--- config.mk ---
export PLATFORM = sky130hd
export DESIGN_NAME = serial_flash_status_protect
export DESIGN_NICKNAME = d
export VERILOG_FILES = /design/src/rtl/flash_status_pkg.sv /design/src/rtl/serial_flash_status_protect.sv /design/src/rtl/pin_sync.sv /design/src/rtl/cycle_timer.sv
export SDC_FILE = /design/constraint.sdc
export NUM_CORES = 1
export LEC_CHECK = 0
export BUFFER_PORTS_ARGS = -buffer_cell sky130_fd_sc_hd__buf_4
export CORE_AREA = 2 2 114 116
export DETAILED_ROUTE_END_ITERATION = 8
export DIE_AREA = 0 0 116 118
export PLACE_DENSITY = 0.69
export SETUP_SLACK_MARGIN = 0.15
export SLEW_MARGIN = 20
export SYNTH_ARGS = -nofsm -noshare
export SYNTH_HDL_FRONTEND = slang
export SYNTH_SLANG_ARGS = --single-unit
--- constraint.sdc ---
create_clock -name clock -period 4 [get_ports clock]
set_input_delay 0.4 -clock clock [delete_from_list [all_inputs] [get_ports clock]]
set_output_delay 0.4 -clock clock [all_outputs]
set_load 0.01 [all_outputs]
--- src/rtl/flash_status_pkg.sv ---
// constants and types for the serial flash status and protection block
package flash_status_pkg;

    // ----------------------------------------------------------------
    // command codes
    // ----------------------------------------------------------------
    localparam logic [7:0] WRITE_UNLOCK_CMD       = 8'h06;
    localparam logic [7:0] WRITE_LOCK_CMD         = 8'h04;
    localparam logic [7:0] READ_IDENT_CMD         = 8'h9F;
    localparam logic [7:0] READ_STATUS_CMD        = 8'h05;
    localparam logic [7:0] WRITE_STATUS_CMD       = 8'h01;
    localparam logic [7:0] PAGE_WRITE_CMD         = 8'h02;
    localparam logic [7:0] ZONE_CLEAR_CMD         = 8'hD8;
    localparam logic [7:0] WHOLE_ARRAY_CLEAR_CMD  = 8'hC7;

    // ----------------------------------------------------------------
    // status byte layout
    // ----------------------------------------------------------------
    localparam int         BUSY_BIT        = 0;
    localparam int         LATCH_BIT       = 1;
    localparam int         PROTECT_LSB     = 2;
    localparam int         PROTECT_MSB     = 4;
    localparam int         LOCK_BIT        = 7;
    localparam logic [2:0] PROTECT_RESET   = 3'h0;
    localparam logic       LOCK_RESET      = 1'b0;

    // ----------------------------------------------------------------
    // identification bytes, values arbitrary
    // ----------------------------------------------------------------
    localparam logic [7:0] MAKER_CODE      = 8'hA5;
    localparam logic [7:0] MEMORY_TYPE     = 8'h3C;
    localparam logic [7:0] MEMORY_SIZE     = 8'h5A;
    localparam int         IDENT_BITS      = 24;

    // ----------------------------------------------------------------
    // self-timed cycle lengths
    // ----------------------------------------------------------------
    localparam int CLOCK_MHZ                = 100;
    localparam int STATUS_WRITE_TIME_US     = 5000;
    localparam int PAGE_WRITE_TIME_US       = 1400;
    localparam int ZONE_CLEAR_TIME_US       = 1000000;
    localparam int ARRAY_CLEAR_TIME_US      = 20000000;
    localparam int STATUS_WRITE_CYCLES      = STATUS_WRITE_TIME_US * CLOCK_MHZ;
    localparam int PAGE_WRITE_CYCLES        = PAGE_WRITE_TIME_US * CLOCK_MHZ;
    localparam int ZONE_CLEAR_CYCLES        = ZONE_CLEAR_TIME_US * CLOCK_MHZ;
    localparam int ARRAY_CLEAR_CYCLES       = ARRAY_CLEAR_TIME_US * CLOCK_MHZ;
    localparam int SECTOR_COUNT             = 64;

    // ----------------------------------------------------------------
    // types
    // ----------------------------------------------------------------
    typedef enum logic [2:0] {
        ST_CMD, ST_ID_OUT, ST_STATUS_OUT, ST_STATUS_DATA,
        ST_ADDR, ST_PAGE_DATA, ST_WAIT_END, ST_IGNORE
    } link_state_t;

    typedef enum logic [2:0] {
        PEND_NONE, PEND_UNLOCK, PEND_LOCK, PEND_STATUS,
        PEND_PAGE, PEND_ZONE, PEND_ARRAY
    } pending_t;

    typedef enum logic [1:0] {
        OP_NONE, OP_PAGE, OP_ZONE, OP_ARRAY
    } array_op_t;

endpackage : flash_status_pkg

--- src/rtl/serial_flash_status_protect.sv ---
// serial flash identification, status byte and write protection logic
`timescale 1ns/1ps
// Overview of operation
// - identification returns three bytes on falling edges
// - identification ignored while a cycle runs
// - select high ends readout, back to standby
// - status readable always, repeated while clocked
// - busy flag high during any timed cycle
// - latch flag clear refuses all writes
// - protect bits guard area against program, erase
// - whole array clear only with protect zero
// - lock plus low pin rejects status write
// - status write needs latch set by unlock
// - bits 6,5,1,0 not written; 6,5 zero
// - select must rise at byte end, else discard
// - select rise starts timed cycle, then latch clears
// - lock clear lets status write with latch
// - lock set, pin high still writable
// - hardware mode keeps protected area fully locked
// - hardware mode entered in either order
// - only raising the pin or reset (lock bit cleared) leaves hardware mode
// - all bytes travel most significant bit first
// - input sampled on each rising clock edge
// - unlock sets latch, lock command clears it
module serial_flash_status_protect
    import flash_status_pkg::*;
#(
    parameter int STATUS_CYCLES = STATUS_WRITE_CYCLES,
    parameter int PAGE_CYCLES   = PAGE_WRITE_CYCLES,
    parameter int ZONE_CYCLES   = ZONE_CLEAR_CYCLES,
    parameter int ARRAY_CYCLES  = ARRAY_CLEAR_CYCLES
) (
    input  wire logic        clock,
    input  wire logic        rst,
    input  wire logic        select_n,
    input  wire logic        serial_clock,
    input  wire logic        serial_in,
    input  wire logic        write_protect_n,
    output logic             serial_out,
    output logic             serial_out_oe,
    output logic             busy_flag,
    output logic             write_latch_flag,
    output logic             hard_protect_mode,
    output logic [7:0]       status_byte,
    output logic             array_op_start,
    output array_op_t        array_op_kind,
    output logic [23:0]      array_op_addr
);
    // ----------------------------------------------------------------
    // pin synchronisation and edge detection
    // ----------------------------------------------------------------
    logic        sel_n_s;
    logic        sclk_s;
    logic        sdi_s;
    logic        wp_n_s;
    logic        sclk_prev;
    logic        sel_n_prev;
    logic        selected;
    logic        sclk_rise;
    logic        sclk_fall;
    logic        sel_end;

    pin_sync #(.WIDTH(4)) u_sync (
        .clock   (clock),
        .rst     (rst),
        .pin_in  ({select_n, serial_clock, serial_in, write_protect_n}),
        .pin_out ({sel_n_s, sclk_s, sdi_s, wp_n_s})
    );

    always_ff @(posedge clock)
    begin
        if (rst)
        begin
            sclk_prev  <= 1'b0;
            sel_n_prev <= 1'b1;
        end
        else
        begin
            sclk_prev  <= sclk_s;
            sel_n_prev <= sel_n_s;
        end
    end

    assign selected  = ~sel_n_s;
    assign sclk_rise = selected & sclk_s & ~sclk_prev;
    assign sclk_fall = selected & ~sclk_s & sclk_prev;
    assign sel_end   = sel_n_s & ~sel_n_prev;

    // ----------------------------------------------------------------
    // status and protection state
    // ----------------------------------------------------------------
    logic        status_lock_bit;
    logic [2:0]  protect_level;
    logic [3:0]  staged_nv;
    logic        cycle_is_status;
    logic        timer_load;
    logic [31:0] timer_value;
    logic        timer_done;
    logic        latch_ok;

    assign hard_protect_mode = status_lock_bit & ~wp_n_s;
    assign status_byte       = {status_lock_bit, 2'b00, protect_level,
                                write_latch_flag, busy_flag};
    assign latch_ok          = write_latch_flag;

    // ----------------------------------------------------------------
    // serial command decode
    // ----------------------------------------------------------------
    link_state_t state;
    pending_t    pending;
    logic [2:0]  bit_cnt;
    logic [1:0]  byte_cnt;
    logic [7:0]  shift_in;
    logic [7:0]  next_byte;
    logic [7:0]  status_data;
    logic [23:0] addr;

    assign next_byte = {shift_in[6:0], sdi_s};

    always_ff @(posedge clock)
    begin
        if (rst || !selected)
        begin
            state    <= ST_CMD;
            bit_cnt  <= 3'h0;
            byte_cnt <= 2'h0;
            shift_in <= 8'h00;
            if (rst)
            begin
                pending     <= PEND_NONE;
                status_data <= 8'h00;
                addr        <= 24'h0;
            end
        end
        else if (sclk_rise)
        begin
            bit_cnt  <= bit_cnt + 3'h1;
            shift_in <= next_byte;
            if (state == ST_WAIT_END)
            begin
                state <= ST_IGNORE;
            end
            else if (bit_cnt == 3'h7)
            begin
                case (state)
                    ST_CMD:
                    begin
                        pending <= PEND_NONE;
                        case (next_byte)
                            READ_STATUS_CMD:  state <= ST_STATUS_OUT;
                            READ_IDENT_CMD:   state <= busy_flag ? ST_IGNORE : ST_ID_OUT;
                            WRITE_UNLOCK_CMD:
                            begin
                                state   <= busy_flag ? ST_IGNORE : ST_WAIT_END;
                                pending <= PEND_UNLOCK;
                            end
                            WRITE_LOCK_CMD:
                            begin
                                state   <= busy_flag ? ST_IGNORE : ST_WAIT_END;
                                pending <= PEND_LOCK;
                            end
                            WRITE_STATUS_CMD: state <= busy_flag ? ST_IGNORE : ST_STATUS_DATA;
                            PAGE_WRITE_CMD:
                            begin
                                state   <= busy_flag ? ST_IGNORE : ST_ADDR;
                                pending <= PEND_PAGE;
                            end
                            ZONE_CLEAR_CMD:
                            begin
                                state   <= busy_flag ? ST_IGNORE : ST_ADDR;
                                pending <= PEND_ZONE;
                            end
                            WHOLE_ARRAY_CLEAR_CMD:
                            begin
                                state   <= busy_flag ? ST_IGNORE : ST_WAIT_END;
                                pending <= PEND_ARRAY;
                            end
                            default:          state <= ST_IGNORE;
                        endcase
                    end
                    ST_STATUS_DATA:
                    begin
                        status_data <= next_byte;
                        pending     <= PEND_STATUS;
                        state       <= ST_WAIT_END;
                    end
                    ST_ADDR:
                    begin
                        addr     <= {addr[15:0], next_byte};
                        byte_cnt <= byte_cnt + 2'h1;
                        if (byte_cnt == 2'h2)
                        begin
                            byte_cnt <= 2'h0;
                            state    <= (pending == PEND_ZONE) ? ST_WAIT_END : ST_PAGE_DATA;
                        end
                    end
                    ST_PAGE_DATA:     byte_cnt <= 2'h1;
                    default:          state <= state;
                endcase
            end
        end
    end

    // ----------------------------------------------------------------
    // command commit when select rises
    // ----------------------------------------------------------------
    logic        commit;
    logic        start_status;
    logic        start_page;
    logic        start_zone;
    logic        start_array;
    logic        addr_protected;
    logic [6:0]  guarded_sectors;

    assign guarded_sectors = (protect_level == 3'h0) ? 7'h00
                           : 7'(SECTOR_COUNT >> (3'h7 - protect_level));
    assign addr_protected  = {1'b0, addr[21:16]} >= (7'(SECTOR_COUNT) - guarded_sectors);

    assign commit       = sel_end && ((state == ST_WAIT_END)
                        || (state == ST_PAGE_DATA && bit_cnt == 3'h0 && byte_cnt != 2'h0));
    assign start_status = commit && pending == PEND_STATUS && latch_ok
                        && !hard_protect_mode;
    assign start_page   = commit && pending == PEND_PAGE && latch_ok && !addr_protected;
    assign start_zone   = commit && pending == PEND_ZONE && latch_ok && !addr_protected;
    assign start_array  = commit && pending == PEND_ARRAY && latch_ok
                        && protect_level == 3'h0;
    assign timer_load   = start_status | start_page | start_zone | start_array;

    always_comb
    begin
        timer_value = 32'(STATUS_CYCLES);
        if (start_page)
            timer_value = 32'(PAGE_CYCLES);
        else if (start_zone)
            timer_value = 32'(ZONE_CYCLES);
        else if (start_array)
            timer_value = 32'(ARRAY_CYCLES);
    end

    cycle_timer u_timer (
        .clock      (clock),
        .rst        (rst),
        .load       (timer_load),
        .load_value (timer_value),
        .busy       (busy_flag),
        .done       (timer_done)
    );

    // ----------------------------------------------------------------
    // latch and non-volatile bits
    // ----------------------------------------------------------------
    always_ff @(posedge clock)
    begin
        if (rst)
        begin
            write_latch_flag <= 1'b0;
        end
        else if (commit && pending == PEND_UNLOCK)
        begin
            write_latch_flag <= 1'b1;
        end
        else if ((commit && pending == PEND_LOCK) || timer_done)
        begin
            write_latch_flag <= 1'b0;
        end
    end

    always_ff @(posedge clock)
    begin
        if (rst)
        begin
            status_lock_bit <= LOCK_RESET;
            protect_level   <= PROTECT_RESET;
            staged_nv       <= {LOCK_RESET, PROTECT_RESET};
            cycle_is_status <= 1'b0;
        end
        else if (timer_load)
        begin
            cycle_is_status <= start_status;
            staged_nv       <= {status_data[LOCK_BIT], status_data[PROTECT_MSB:PROTECT_LSB]};
        end
        else if (timer_done && cycle_is_status)
        begin
            status_lock_bit <= staged_nv[3];
            protect_level   <= staged_nv[2:0];
        end
    end

    // ----------------------------------------------------------------
    // array operation request
    // ----------------------------------------------------------------
    always_ff @(posedge clock)
    begin
        if (rst)
        begin
            array_op_start <= 1'b0;
            array_op_kind  <= OP_NONE;
            array_op_addr  <= 24'h0;
        end
        else
        begin
            array_op_start <= start_page | start_zone | start_array;
            if (start_page | start_zone | start_array)
            begin
                array_op_kind <= start_page ? OP_PAGE : (start_zone ? OP_ZONE : OP_ARRAY);
                array_op_addr <= addr;
            end
        end
    end

    // ----------------------------------------------------------------
    // serial output on falling edges
    // ----------------------------------------------------------------
    logic [4:0]  out_idx;
    logic [23:0] ident_word;

    assign ident_word = {MAKER_CODE, MEMORY_TYPE, MEMORY_SIZE};

    always_ff @(posedge clock)
    begin
        if (rst || !selected)
        begin
            serial_out    <= 1'b0;
            serial_out_oe <= 1'b0;
            out_idx       <= 5'h0;
        end
        else
        begin
            serial_out_oe <= (state == ST_ID_OUT) || (state == ST_STATUS_OUT);
            if (sclk_fall && state == ST_ID_OUT)
            begin
                serial_out <= (out_idx < 5'(IDENT_BITS)) ? ident_word[5'd23 - out_idx] : 1'b0;
                if (out_idx < 5'(IDENT_BITS))
                    out_idx <= out_idx + 5'h1;
            end
            else if (sclk_fall && state == ST_STATUS_OUT)
            begin
                serial_out <= status_byte[3'd7 - out_idx[2:0]];
                out_idx    <= {2'b00, out_idx[2:0] + 3'h1};
            end
        end
    end
endmodule : serial_flash_status_protect

--- src/rtl/pin_sync.sv ---
// two flip-flop synchroniser for pins entering the clock domain
`timescale 1ns/1ps
module pin_sync #(
    parameter int WIDTH = 1
) (
    input  wire logic             clock,
    input  wire logic             rst,
    input  wire logic [WIDTH-1:0] pin_in,
    output logic      [WIDTH-1:0] pin_out
);
    logic [WIDTH-1:0] stage;

    always_ff @(posedge clock)
    begin
        if (rst)
        begin
            stage   <= '1;
            pin_out <= '1;
        end
        else
        begin
            stage   <= pin_in;
            pin_out <= stage;
        end
    end
endmodule : pin_sync

--- src/rtl/cycle_timer.sv ---
// down counter for self-timed write and erase cycles
`timescale 1ns/1ps
module cycle_timer (
    input  wire logic        clock,
    input  wire logic        rst,
    input  wire logic        load,
    input  wire logic [31:0] load_value,
    output logic             busy,
    output logic             done
);
    logic [31:0] count;

    always_ff @(posedge clock)
    begin
        if (rst)
        begin
            count <= 32'h0;
            busy  <= 1'b0;
            done  <= 1'b0;
        end
        else
        begin
            done <= 1'b0;
            if (load)
            begin
                count <= load_value;
                busy  <= 1'b1;
            end
            else if (busy)
            begin
                if (count <= 32'h1)
                begin
                    busy <= 1'b0;
                    done <= 1'b1;
                end
                else
                begin
                    count <= count - 32'h1;
                end
            end
        end
    end
endmodule : cycle_timer

==> results of run 1 <==
path summary, 6_finish.rpt:
| path | to | slack [ps] | depth (start not counted) |
|---|---|---|---|
| max | u_timer.count[3]$_SDFFE_PP0P_ | 450 | 12 |
| min | u_sync.stage[3]$_SDFF_PP1_ | 170 | 2 |
| max reg2reg | u_timer.count[3]$_SDFFE_PP0P_ | 450 | 12 |
| min reg2reg | u_sync.pin_out[3]$_SDFF_PP1_ | 410 | 1 |
metal layers:
layer  wire [um]  global-route usage (%)
met1        6640                    29.2
met2        6660                    33.3
met3         779                    5.20
met4         255                    7.66
met5           0                       0
what timing repair did:
action / in CTS / in global routing
endpoints found under the setup margin: 0 / 1
resized for setup: 0 / 1
hold buffers: 0 / 0
state kept, by name, summed over array words and instances, names as in the netlist, 4 cells and up:
register        cells
u_timer.count      32
addr               24
array_op_addr      24
shift_in            7
out_idx             5
staged_nv           4
status_data         4
u_sync.pin_out      4
u_sync.stage        4
layout make-up:
cell class | instances | area, um2
Fill cell | 1101 | 5030
Multi-Input combinational cell | 510 | 3080
Sequential cell | 134 | 2990
Clock buffer | 22 | 505
Timing Repair Buffer | 51 | 383
Tap cell | 172 | 215
Clock inverter | 10 | 118
Inverter | 25 | 93.8
worst reg2reg max path, cell delays in order, from the launching register on:
cell and delay, ps:
sky130_fd_sc_hd__dfxtp_1 600, sky130_fd_sc_hd__inv_1 150, sky130_fd_sc_hd__ha_1 320, sky130_fd_sc_hd__nor3b_1 150
sky130_fd_sc_hd__a211oi_1 280, sky130_fd_sc_hd__ha_1 310, sky130_fd_sc_hd__a21oi_1 190, sky130_fd_sc_hd__a21o_1 130
sky130_fd_sc_hd__o31a_1 280, sky130_fd_sc_hd__a21oi_1 110, sky130_fd_sc_hd__buf_4 240, sky130_fd_sc_hd__a2111oi_1 490
sky130_fd_sc_hd__mux2i_1 240
power by group:
| group | switching [mW] | total, mW | internal, mW |
|---|---|---|---|
| clock network | 0.582 | 1.60 | 1.02 |
| logic | 0.0391 | 0.0577 | 0.0186 |
| registers | 0.0104 | 1.41 | 1.40 |
| total | 0.631 | 3.07 | 2.44 |
cell usage after synthesis (6+ instances only):
cell type	instances	area, um2
sky130_fd_sc_hd__a211oi_1	11	82.6
sky130_fd_sc_hd__a21oi_1	61	305
sky130_fd_sc_hd__and2_1	26	163
sky130_fd_sc_hd__and3_1	6	37.5
sky130_fd_sc_hd__buf_2	7	35.0
sky130_fd_sc_hd__clkbuf_1	37	139
sky130_fd_sc_hd__dfxtp_1	103	2060
sky130_fd_sc_hd__edfxtp_1	31	931
sky130_fd_sc_hd__ha_1	15	188
sky130_fd_sc_hd__inv_1	24	90.1
sky130_fd_sc_hd__mux2i_1	15	150
sky130_fd_sc_hd__nand2_1	94	353
sky130_fd_sc_hd__nand2b_1	9	56.3
sky130_fd_sc_hd__nand3_1	19	95.1
sky130_fd_sc_hd__nand3b_1	6	45.0
sky130_fd_sc_hd__nand4_1	11	68.8
sky130_fd_sc_hd__nor2_1	68	255
sky130_fd_sc_hd__nor2b_1	10	62.6
sky130_fd_sc_hd__nor3_1	19	95.1
sky130_fd_sc_hd__nor4_1	9	56.3
sky130_fd_sc_hd__o21ai_0	16	80.1
sky130_fd_sc_hd__o22ai_1	12	75.1
sky130_fd_sc_hd__or2_2	9	56.3
sky130_fd_sc_hd__or4_1	6	45.0
sky130_fd_sc_hd__xor2_1	17	149
metrics by stage:
step / util (%) / std cells / instance area [um2]
finish: 59.5 / 924 / 7390
CTS: 59.5 / 924 / 7390
detailed placement: 54.5 / 892 / 6760
global route: 59.5 / 924 / 7390
floorplan: - / 719 / 6370
global placement: 54.4 / 892 / 6760
kinds of logic (layout without fill, tap and decap cells):
logic type                 after synthesis  count (layout)
buffers and inverters                   75             108
and+or+nand+nor                        314             314
adders and majority gates               15              15
muxes                                   16              16
xor gates and xnor gates                22              22
AOI/OAI and AO/OA                      141             141
other                                    1               2
DFF                                    134             134
==> summary.txt, run 1 <==
Status
  • Status: finished clean

Worst setup path
  • Highest cell delay on the worst timing path: 600 ps
  • Worst setup path category: reg -> reg
  • Crit path max-delay cell type: sky130_fd_sc_hd__dfxtp_1
  • Data required time at the worst endpoint: 4340 ps
  • Kind of start point of the critical path: register
  • Critical path data arrival time: 3890 ps
  • Beginning of the worst register-to-register path: protect_level[2]$_SDFFE_PP0P_
  • CP top delay family: compound AO/OA/AOI/OAI gates
  • Crit path capture type: register
  • Worst Path Max Fanout: 22
  • Setup crit start: protect_level[2]$_SDFFE_PP0P_
  • Crit path buffers/inverters: 2
  • Critical path, cell by cell: inv_1 > ha_1 > nor3b_1 > a211oi_1 > ha_1 > a21oi_1 > a21o_1 > o31a_1 > a21oi_1 > buf_4 > a2111oi_1 > mux2i_1

Timing
  • Final critical-path setup slack: 447 ps
  • Worst-case clock skew: 6.84 ps
  • Transition at the pin with the smallest max-transition slack: 884 ps
  • Max-Slew Margin vs Limit: 40.6%
  • Final Max Slew Viols: 0
  • Portion of the clock cycle consumed by the worst path in the final layout: 88.8%
  • Hold WS: 169 ps
  • Final Critical Period: 3550 ps
  • Setup Total Neg Slack: 0 ps
  • Unrepaired setup endpoints after global routing: false
  • Final setup violation count: 0
  • Final hold vios: 0
  • Max Clock Freq: 281 MHz

Flow run
  • Max_cap viols: 0

Floorplanning
  • Floorplan core area: 0.0124 mm2
  • Number of I/O pins: 46
  • Die Outline Area: 0.0137 mm2
  • Chip height: 118 um
  • Effective utilization at floorplan: 51.3%
  • Overall die width: 116 um
  • # rows: 41

Clock network
  • Sinks on the clock net: 134
  • H-Tree Level Count: 4
  • Post-CTS setup repair buffer count: 0
  • Inserted Clock Buffers: 17
  • Clock-pin transition on the worst setup and hold timing paths: 60 ps
  • Clock latency at the later pin of the worst-skew pair: 410 ps
  • Buffers from clock root to sink, at most: 2
  • TritonCTS clock tree: done
  • Root Buffer: sky130_fd_sc_hd__clkbuf_16

Yosys
  • Number of enable-type register cells in the synthesized netlist: 31
  • Post-synthesis mux area share: 2.71%
  • Synthesized-area fraction occupied by adder cells: 2.95%
  • Synth unique cells: 70
  • Area of the mapped netlist: 0.00636 mm2
  • Number of storage elements in the synthesis netlist: 134
  • Average footprint of a synthesized cell: 8.86 um2
  • Total of warnings raised by yosys: 0
  • Share of flip-flops with an asynchronous set or reset: 0%
  • Main combinational cell family by area after synthesis: simple AND/OR/NAND/NOR gates
  • Most used flip-flop cell after synthesis: sky130_fd_sc_hd__dfxtp_1
  • Synth Area in XOR/XNOR: 3.03%
  • Share of synthesized cell area in and, or, nand and nor gates: 25.2%
  • Sequential cell area fraction in the yosys report: 47.0%
  • Synth Area in Compound Gates: 14.2%
  • Number of instances in the synthesized netlist: 718

Cells and area
  • Net total in the final layout: 760
  • Commonest non-fill, non-tap cell in the layout: sky130_fd_sc_hd__dfxtp_1
  • Area added between synthesis and finish: 16.1%
  • Most frequent cells in the layout: sky130_fd_sc_hd__dfxtp_1 (103), sky130_fd_sc_hd__nand2_1 (94), sky130_fd_sc_hd__nor2_1 (68)
  • Ant. Diodes: 0
  • Proportion of layout cells with a drive suffix above 1: 13.8%

Route
  • DRT Wirelength: 14,300 um
  • Detailed Route Iter0 Violations: 388
  • Detailed-routing iteration count for the pre-antenna-repair pass: 5
  • # DRC: 0
  • Post-route ant nets: 0
  • Average wire per cell in the routed design: 15.5 um
  • Vias: 5,269
  • Mean number of vias per cell: 5.70

GRT
  • Overall overflow remaining after global route: 0
  • Number of antenna violations at the first check in global routing: 0
  • Maximum number of pins on one net before global-route repair: 59
  • Via count of the first global-routing pass: 4,858
  • GRT Overall Usage: 21.5%
  • Wire length of the first global-routing pass: 23,400 um

Power and ir drop
  • Maximum vdd drop: 0.000359 V
  • Power per cell area: 416 mW/mm2
  • PnR Total Power: 3.07 mW
  • Leak Pwr: 2.70 nW

Place
  • Pre-CTS setup slack: 471 ps
  • Port Buf Inserts: 43
  • Dpl hpwl: 9500 um
  • Final GP Congestion: 0.879

Worst hold path
  • Min-Delay Startpoint: select_n
  • Class of the most critical hold timing path: in -> reg
Note: power is estimated with default switching activity, not from simulation.
==> run 2, diff against run 1 <==
--- a/config.mk
+++ b/config.mk
@@ -5,10 +5,11 @@
 export SDC_FILE = /design/constraint.sdc
 export NUM_CORES = 1
 export LEC_CHECK = 0
+export ABC_AREA = 1
 export BUFFER_PORTS_ARGS = -buffer_cell sky130_fd_sc_hd__buf_4
-export CORE_AREA = 2 2 114 116
+export CORE_AREA = 2 2 119 121
 export DETAILED_ROUTE_END_ITERATION = 8
-export DIE_AREA = 0 0 116 118
+export DIE_AREA = 0 0 121 123
 export PLACE_DENSITY = 0.69
 export SETUP_SLACK_MARGIN = 0.15
 export SLEW_MARGIN = 20
==> summary.txt, run 2 <==
Yosys
  • Area of the mapped netlist: 0.00689 mm2 (+8.2%)
  • Share of flip-flops with an asynchronous set or reset: 0% (unchanged)
  • Number of instances in the synthesized netlist: 916 (+28%)
  • Count leader, synth: sky130_fd_sc_hd__nor2_1
  • Most used flip-flop cell after synthesis: sky130_fd_sc_hd__dfxtp_1
  • Largest cells by area after synthesis: sky130_fd_sc_hd__dfxtp_1 (30%), sky130_fd_sc_hd__edfxtp_1 (14%), sky130_fd_sc_hd__nor2_1 (11%)
  • Synth unique cells: 47 (-33%)
  • Number of storage elements in the synthesis netlist: 134 (unchanged)
  • Sequential cell area fraction in the yosys report: 43.5% (-3.6 points)
  • List of most frequent post-synthesis cells: sky130_fd_sc_hd__nor2_1 (209), sky130_fd_sc_hd__nand2_1 (132), sky130_fd_sc_hd__inv_1 (108)
  • Top cell type by total area after synthesis: sky130_fd_sc_hd__dfxtp_1
  • Average footprint of a synthesized cell: 7.52 um2 (-15%)
  • Share of the synthesized area in the top cell type: 29.9% (-2.5 points)
  • Number of enable-type register cells in the synthesized netlist: 31 (unchanged)
  • Total of warnings raised by yosys: 0 (unchanged)

Power and ir drop
  • Sequential cell fraction of total power: 44.4% (-1.5 points)
  • PnR Total Power: 3.17 mW (+3.3%)
  • Share of power burned in combinational logic: 2.2% (+0.3 points)
  • Maximum vdd drop: 0.000275 V (-23%)
  • Sw power: 0.619 mW (-1.9%)
  • Cell internal power dissipation: 2.55 mW (+4.7%)
  • Switching portion of total power: 19.5% (-1.0 points)
  • Power per cell area: 399 mW/mm2 (-3.9%)
  • Clock power frac: 53.4% (+1.2 points)
  • Leak Pwr: 3.76 nW (+39%)

Worst hold path
  • Class of the most critical hold timing path: in -> reg

Timing
  • Max Clock Freq: 321 MHz (+14%)
  • Portion of the clock cycle consumed by the worst path in the final layout: 77.8% (-11 points)
  • Worst-case clock skew: 10.8 ps (+3.91 ps)
  • Max-Slew Margin vs Limit: 49.5% (+8.9 points)
  • Transition at the pin with the smallest max-transition slack: 754 ps (-130 ps)
  • Unrepaired setup endpoints after global routing: false
  • Final hold vios: 0 (unchanged)
  • Final setup violation count: 0 (unchanged)
  • Setup Total Neg Slack: 0 ps (unchanged)
  • Final Critical Period: 3110 ps (-441 ps)
  • Final Max Slew Viols: 0 (unchanged)

Route
  • Average wire per cell in the routed design: 14.2 um (-8.6%)
  • Vias: 5,952 (+13%)
  • Mean number of vias per cell: 5.18 (-9.2%)
  • Detailed-routing iteration count for the pre-antenna-repair pass: 7 (+2)
  • # DRC: 0 (unchanged)
  • DRT Wirelength: 16,300 um (+14%)
  • Detailed Route Iter0 Violations: 481 (+24%)
  • Post-route ant nets: 0 (unchanged)

Place
  • Cell count after placement: 1,118 (+25%)
  • Total cell area at the placement stage: 0.00730 mm2 (+8.0%)
  • Port Buf Inserts: 43 (unchanged)
  • Final GP Congestion: 0.929 (+5.7%)
  • Dpl hpwl: 11,600 um (+23%)

GRT
  • Layer with the highest usage: met2
  • Wire length of the first global-routing pass: 27,100 um (+16%)
  • Maximum number of pins on one net before global-route repair: 40 (-32%)
  • Met3 Track Usage GR: 5.12% (-0.081 points)
  • GRT Overall Usage: 23.3% (+1.8 points)
  • Overall overflow remaining after global route: 0 (unchanged)
  • Via count of the first global-routing pass: 5,602 (+15%)
  • Fraction of met1 tracks used by global routing: 31.1% (+1.9 points)
  • Number of antenna violations at the first check in global routing: 0 (unchanged)
  • GRT met2 Usage: 37.8% (+4.5 points)

Floorplanning
  • Overall die width: 121 um (+4.3%)
  • Chip height: 123 um (+4.2%)
  • # rows: 43 (+4.9%)
  • Die Outline Area: 0.0149 mm2 (+8.7%)
  • Number of I/O pins: 46 (unchanged)
  • Floorplan core area: 0.0136 mm2 (+9.6%)
  • Effective utilization at floorplan: 50.6% (-0.67 points)

Clock network
  • Cells resized by post-CTS repair: 0 (unchanged)
  • Inserted Clock Buffers: 17 (unchanged)
  • H-Tree Level Count: 4 (unchanged)
  • Sinks on the clock net: 134 (unchanged)
  • Root Buffer: sky130_fd_sc_hd__clkbuf_16
  • TritonCTS clock tree: done
  • Buffers from clock root to sink, at most: 2 (unchanged)
  • Post-CTS setup repair buffer count: 0 (unchanged)
  • Number of hold buffers added after cts: 0 (unchanged)
  • Clock latency at the later pin of the worst-skew pair: 420 ps (about the same)
  • Clock-pin transition on the worst setup and hold timing paths: 50 ps (about the same)

Worst setup path
  • Critical path data arrival time: 3450 ps (-440 ps)
  • Worst Path Max Fanout: 15 (-32%)
  • Critical path, cell by cell: inv_2 > ha_1 > nand2_1 > xor2_1 > ha_1 > nand2_1 > inv_1 > nand2_1 > nand2_1 > nand2_1 > nand3_2 > inv_2 > nand2_4 > nand2_4 > nor2_4 > nand2_4 > nor2_4 > inv_2 > nor3_2
  • Worst setup path category: reg -> reg
  • R2r worst-path depth: 19 (+7)
  • Highest cell delay on the worst timing path: 430 ps (-170 ps)
  • Setup crit start: protect_level[2]$_SDFFE_PP0P_
  • Crit path max-delay cell type: sky130_fd_sc_hd__dfxtp_1
  • Beginning of the worst register-to-register path: protect_level[2]$_SDFFE_PP0P_
  • Endpoint of the most critical register-to-register path: u_timer.done$_SDFF_PP0_
  • Crit path capture type: register
  • Crit path to: u_timer.done$_SDFF_PP0_
  • Register-to-register path setup slack: 890 ps (+440 ps)
  • Kind of start point of the critical path: register
  • Most Frequent Cell on Critical Path: sky130_fd_sc_hd__nand2_1
  • Data required time at the worst endpoint: 4340 ps (about the same)

Cells and area
  • Layout Cells excl Fill: 1,150 (+24%)
  • Footprint of the multi-input gates: 0.00330 mm2 (+7.0%)
  • Number of flip-flops under the largest register name: 32 (unchanged)
  • Ant. Diodes: 0 (unchanged)
  • Most frequent cells in the layout: sky130_fd_sc_hd__nor2_1 (209), sky130_fd_sc_hd__nand2_1 (132), sky130_fd_sc_hd__inv_1 (108)
  • Proportion of layout cells with a drive suffix above 1: 14.1% (+0.29 points)
  • Commonest non-fill, non-tap cell in the layout: sky130_fd_sc_hd__nor2_1
  • Final instance area: 0.00794 mm2 (+7.5%)
  • Area added between synthesis and finish: 15.3%
  • Register with the most flip-flops: u_timer.count
  • Number of fill cells in the layout: 1,269 (+15%)
  • Net total in the final layout: 978 (+29%)
  • Register area: 0.00299 mm2 (unchanged)
  • Largest registers ranked by flip-flop count: u_timer.count (32), addr (24), array_op_addr (24)

Flow run
  • Max_cap viols: 0 (unchanged)

Status
  • Status: finished clean
## run 2: changes by cell type in the layout (fill, tap and decap cells not counted), sizes merged, moves of 15 or more
| cell | delta |
|---|---|
| nor2 | +154 |
| inv | +92 |
| o21ai | +61 |
| nand2 | +51 |
| and2 | -26 |
| a21oi | -16 |
| nand3 | +16 |
| mux2i | -15 |
## run 2: area by class of cell
cell class / count / share of cell area [%]
clock inverters: 10 / 2.22
flip-flops and latches: 134 / 37.7
repair buffers: 46 / 4.35
well taps: 180 / 2.84
multi-input cells: 642 / 41.5
clock buffers: 22 / 5.84
inverters: 116 / 5.58
## run 2: logic make-up (layout without fill, tap and decap cells)
| kind of cell | Yosys count | after routing | share of synthesized area (%) |
|---|---|---|---|
| adders and majority gates | 15 | 15 | 2.72 |
| and+or+nand+nor | 459 | 459 | 30.6 |
| AOI/OAI and AO/OA | 147 | 147 | 12.0 |
| DFF | 134 | 134 | 43.5 |
| other | 1 | 2 | 0.0544 |
| xor gates and xnor gates | 19 | 19 | 2.42 |
| buffers and inverters | 141 | 194 | 8.76 |
## run 2: power by group through the flow
stage / clock [mW] / sequential, mW / combinational, mW
global placement: 0 / 1.44 / 0.0682
global route: 1.78 / 1.41 / 0.0783
CTS: 1.72 / 1.41 / 0.0696
finish: 1.69 / 1.41 / 0.0695
floorplan: 0 / 1.44 / 0.0494
detailed placement: 0 / 1.44 / 0.0691
## run 2: worst min path at each step
stage / startpoint / end / slack (ps) / depth (start not counted)
finish: serial_in / u_sync.stage[1]$_SDFF_PP1_ / 160 / 2
global route: write_protect_n / u_sync.stage[0]$_SDFF_PP1_ / 150 / 2
CTS: write_protect_n / u_sync.stage[0]$_SDFF_PP1_ / 150 / 2
detailed placement: u_sync.stage[3]$_SDFF_PP1_ / u_sync.pin_out[3]$_SDFF_PP1_ / 400 / 1
global placement: u_sync.stage[1]$_SDFF_PP1_ / u_sync.pin_out[1]$_SDFF_PP1_ / 390 / 1
floorplan: u_sync.stage[0]$_SDFF_PP1_ / u_sync.pin_out[0]$_SDFF_PP1_ / 390 / 1
## run 2: routing by layer
layer,routed length [um],part of all wire (%)
met5,0,0
met4,268,1.6
met3,1040,6.4
met2,7540,46
met1,7440,46
## run 2: metrics by stage
step                      hold WS (ps)  util, %  worst slack (ps)
after floorplan                    389        -              1460
after global placement             392     53.6              1050
after detailed placement           396     53.6               941
after CTS                          151     58.4               909
after global routing               151     58.4               612
final                              163     58.4               888
## run 2: critical path: cells and delay by family, from the launching register on
family	cells	cell delay [ps]
adder cells (fa/ha/maj)	2	600
XOR/XNOR	1	140
flip-flops	1	430
AND/OR/NAND/NOR	12	1530
buffers and inverters	4	320
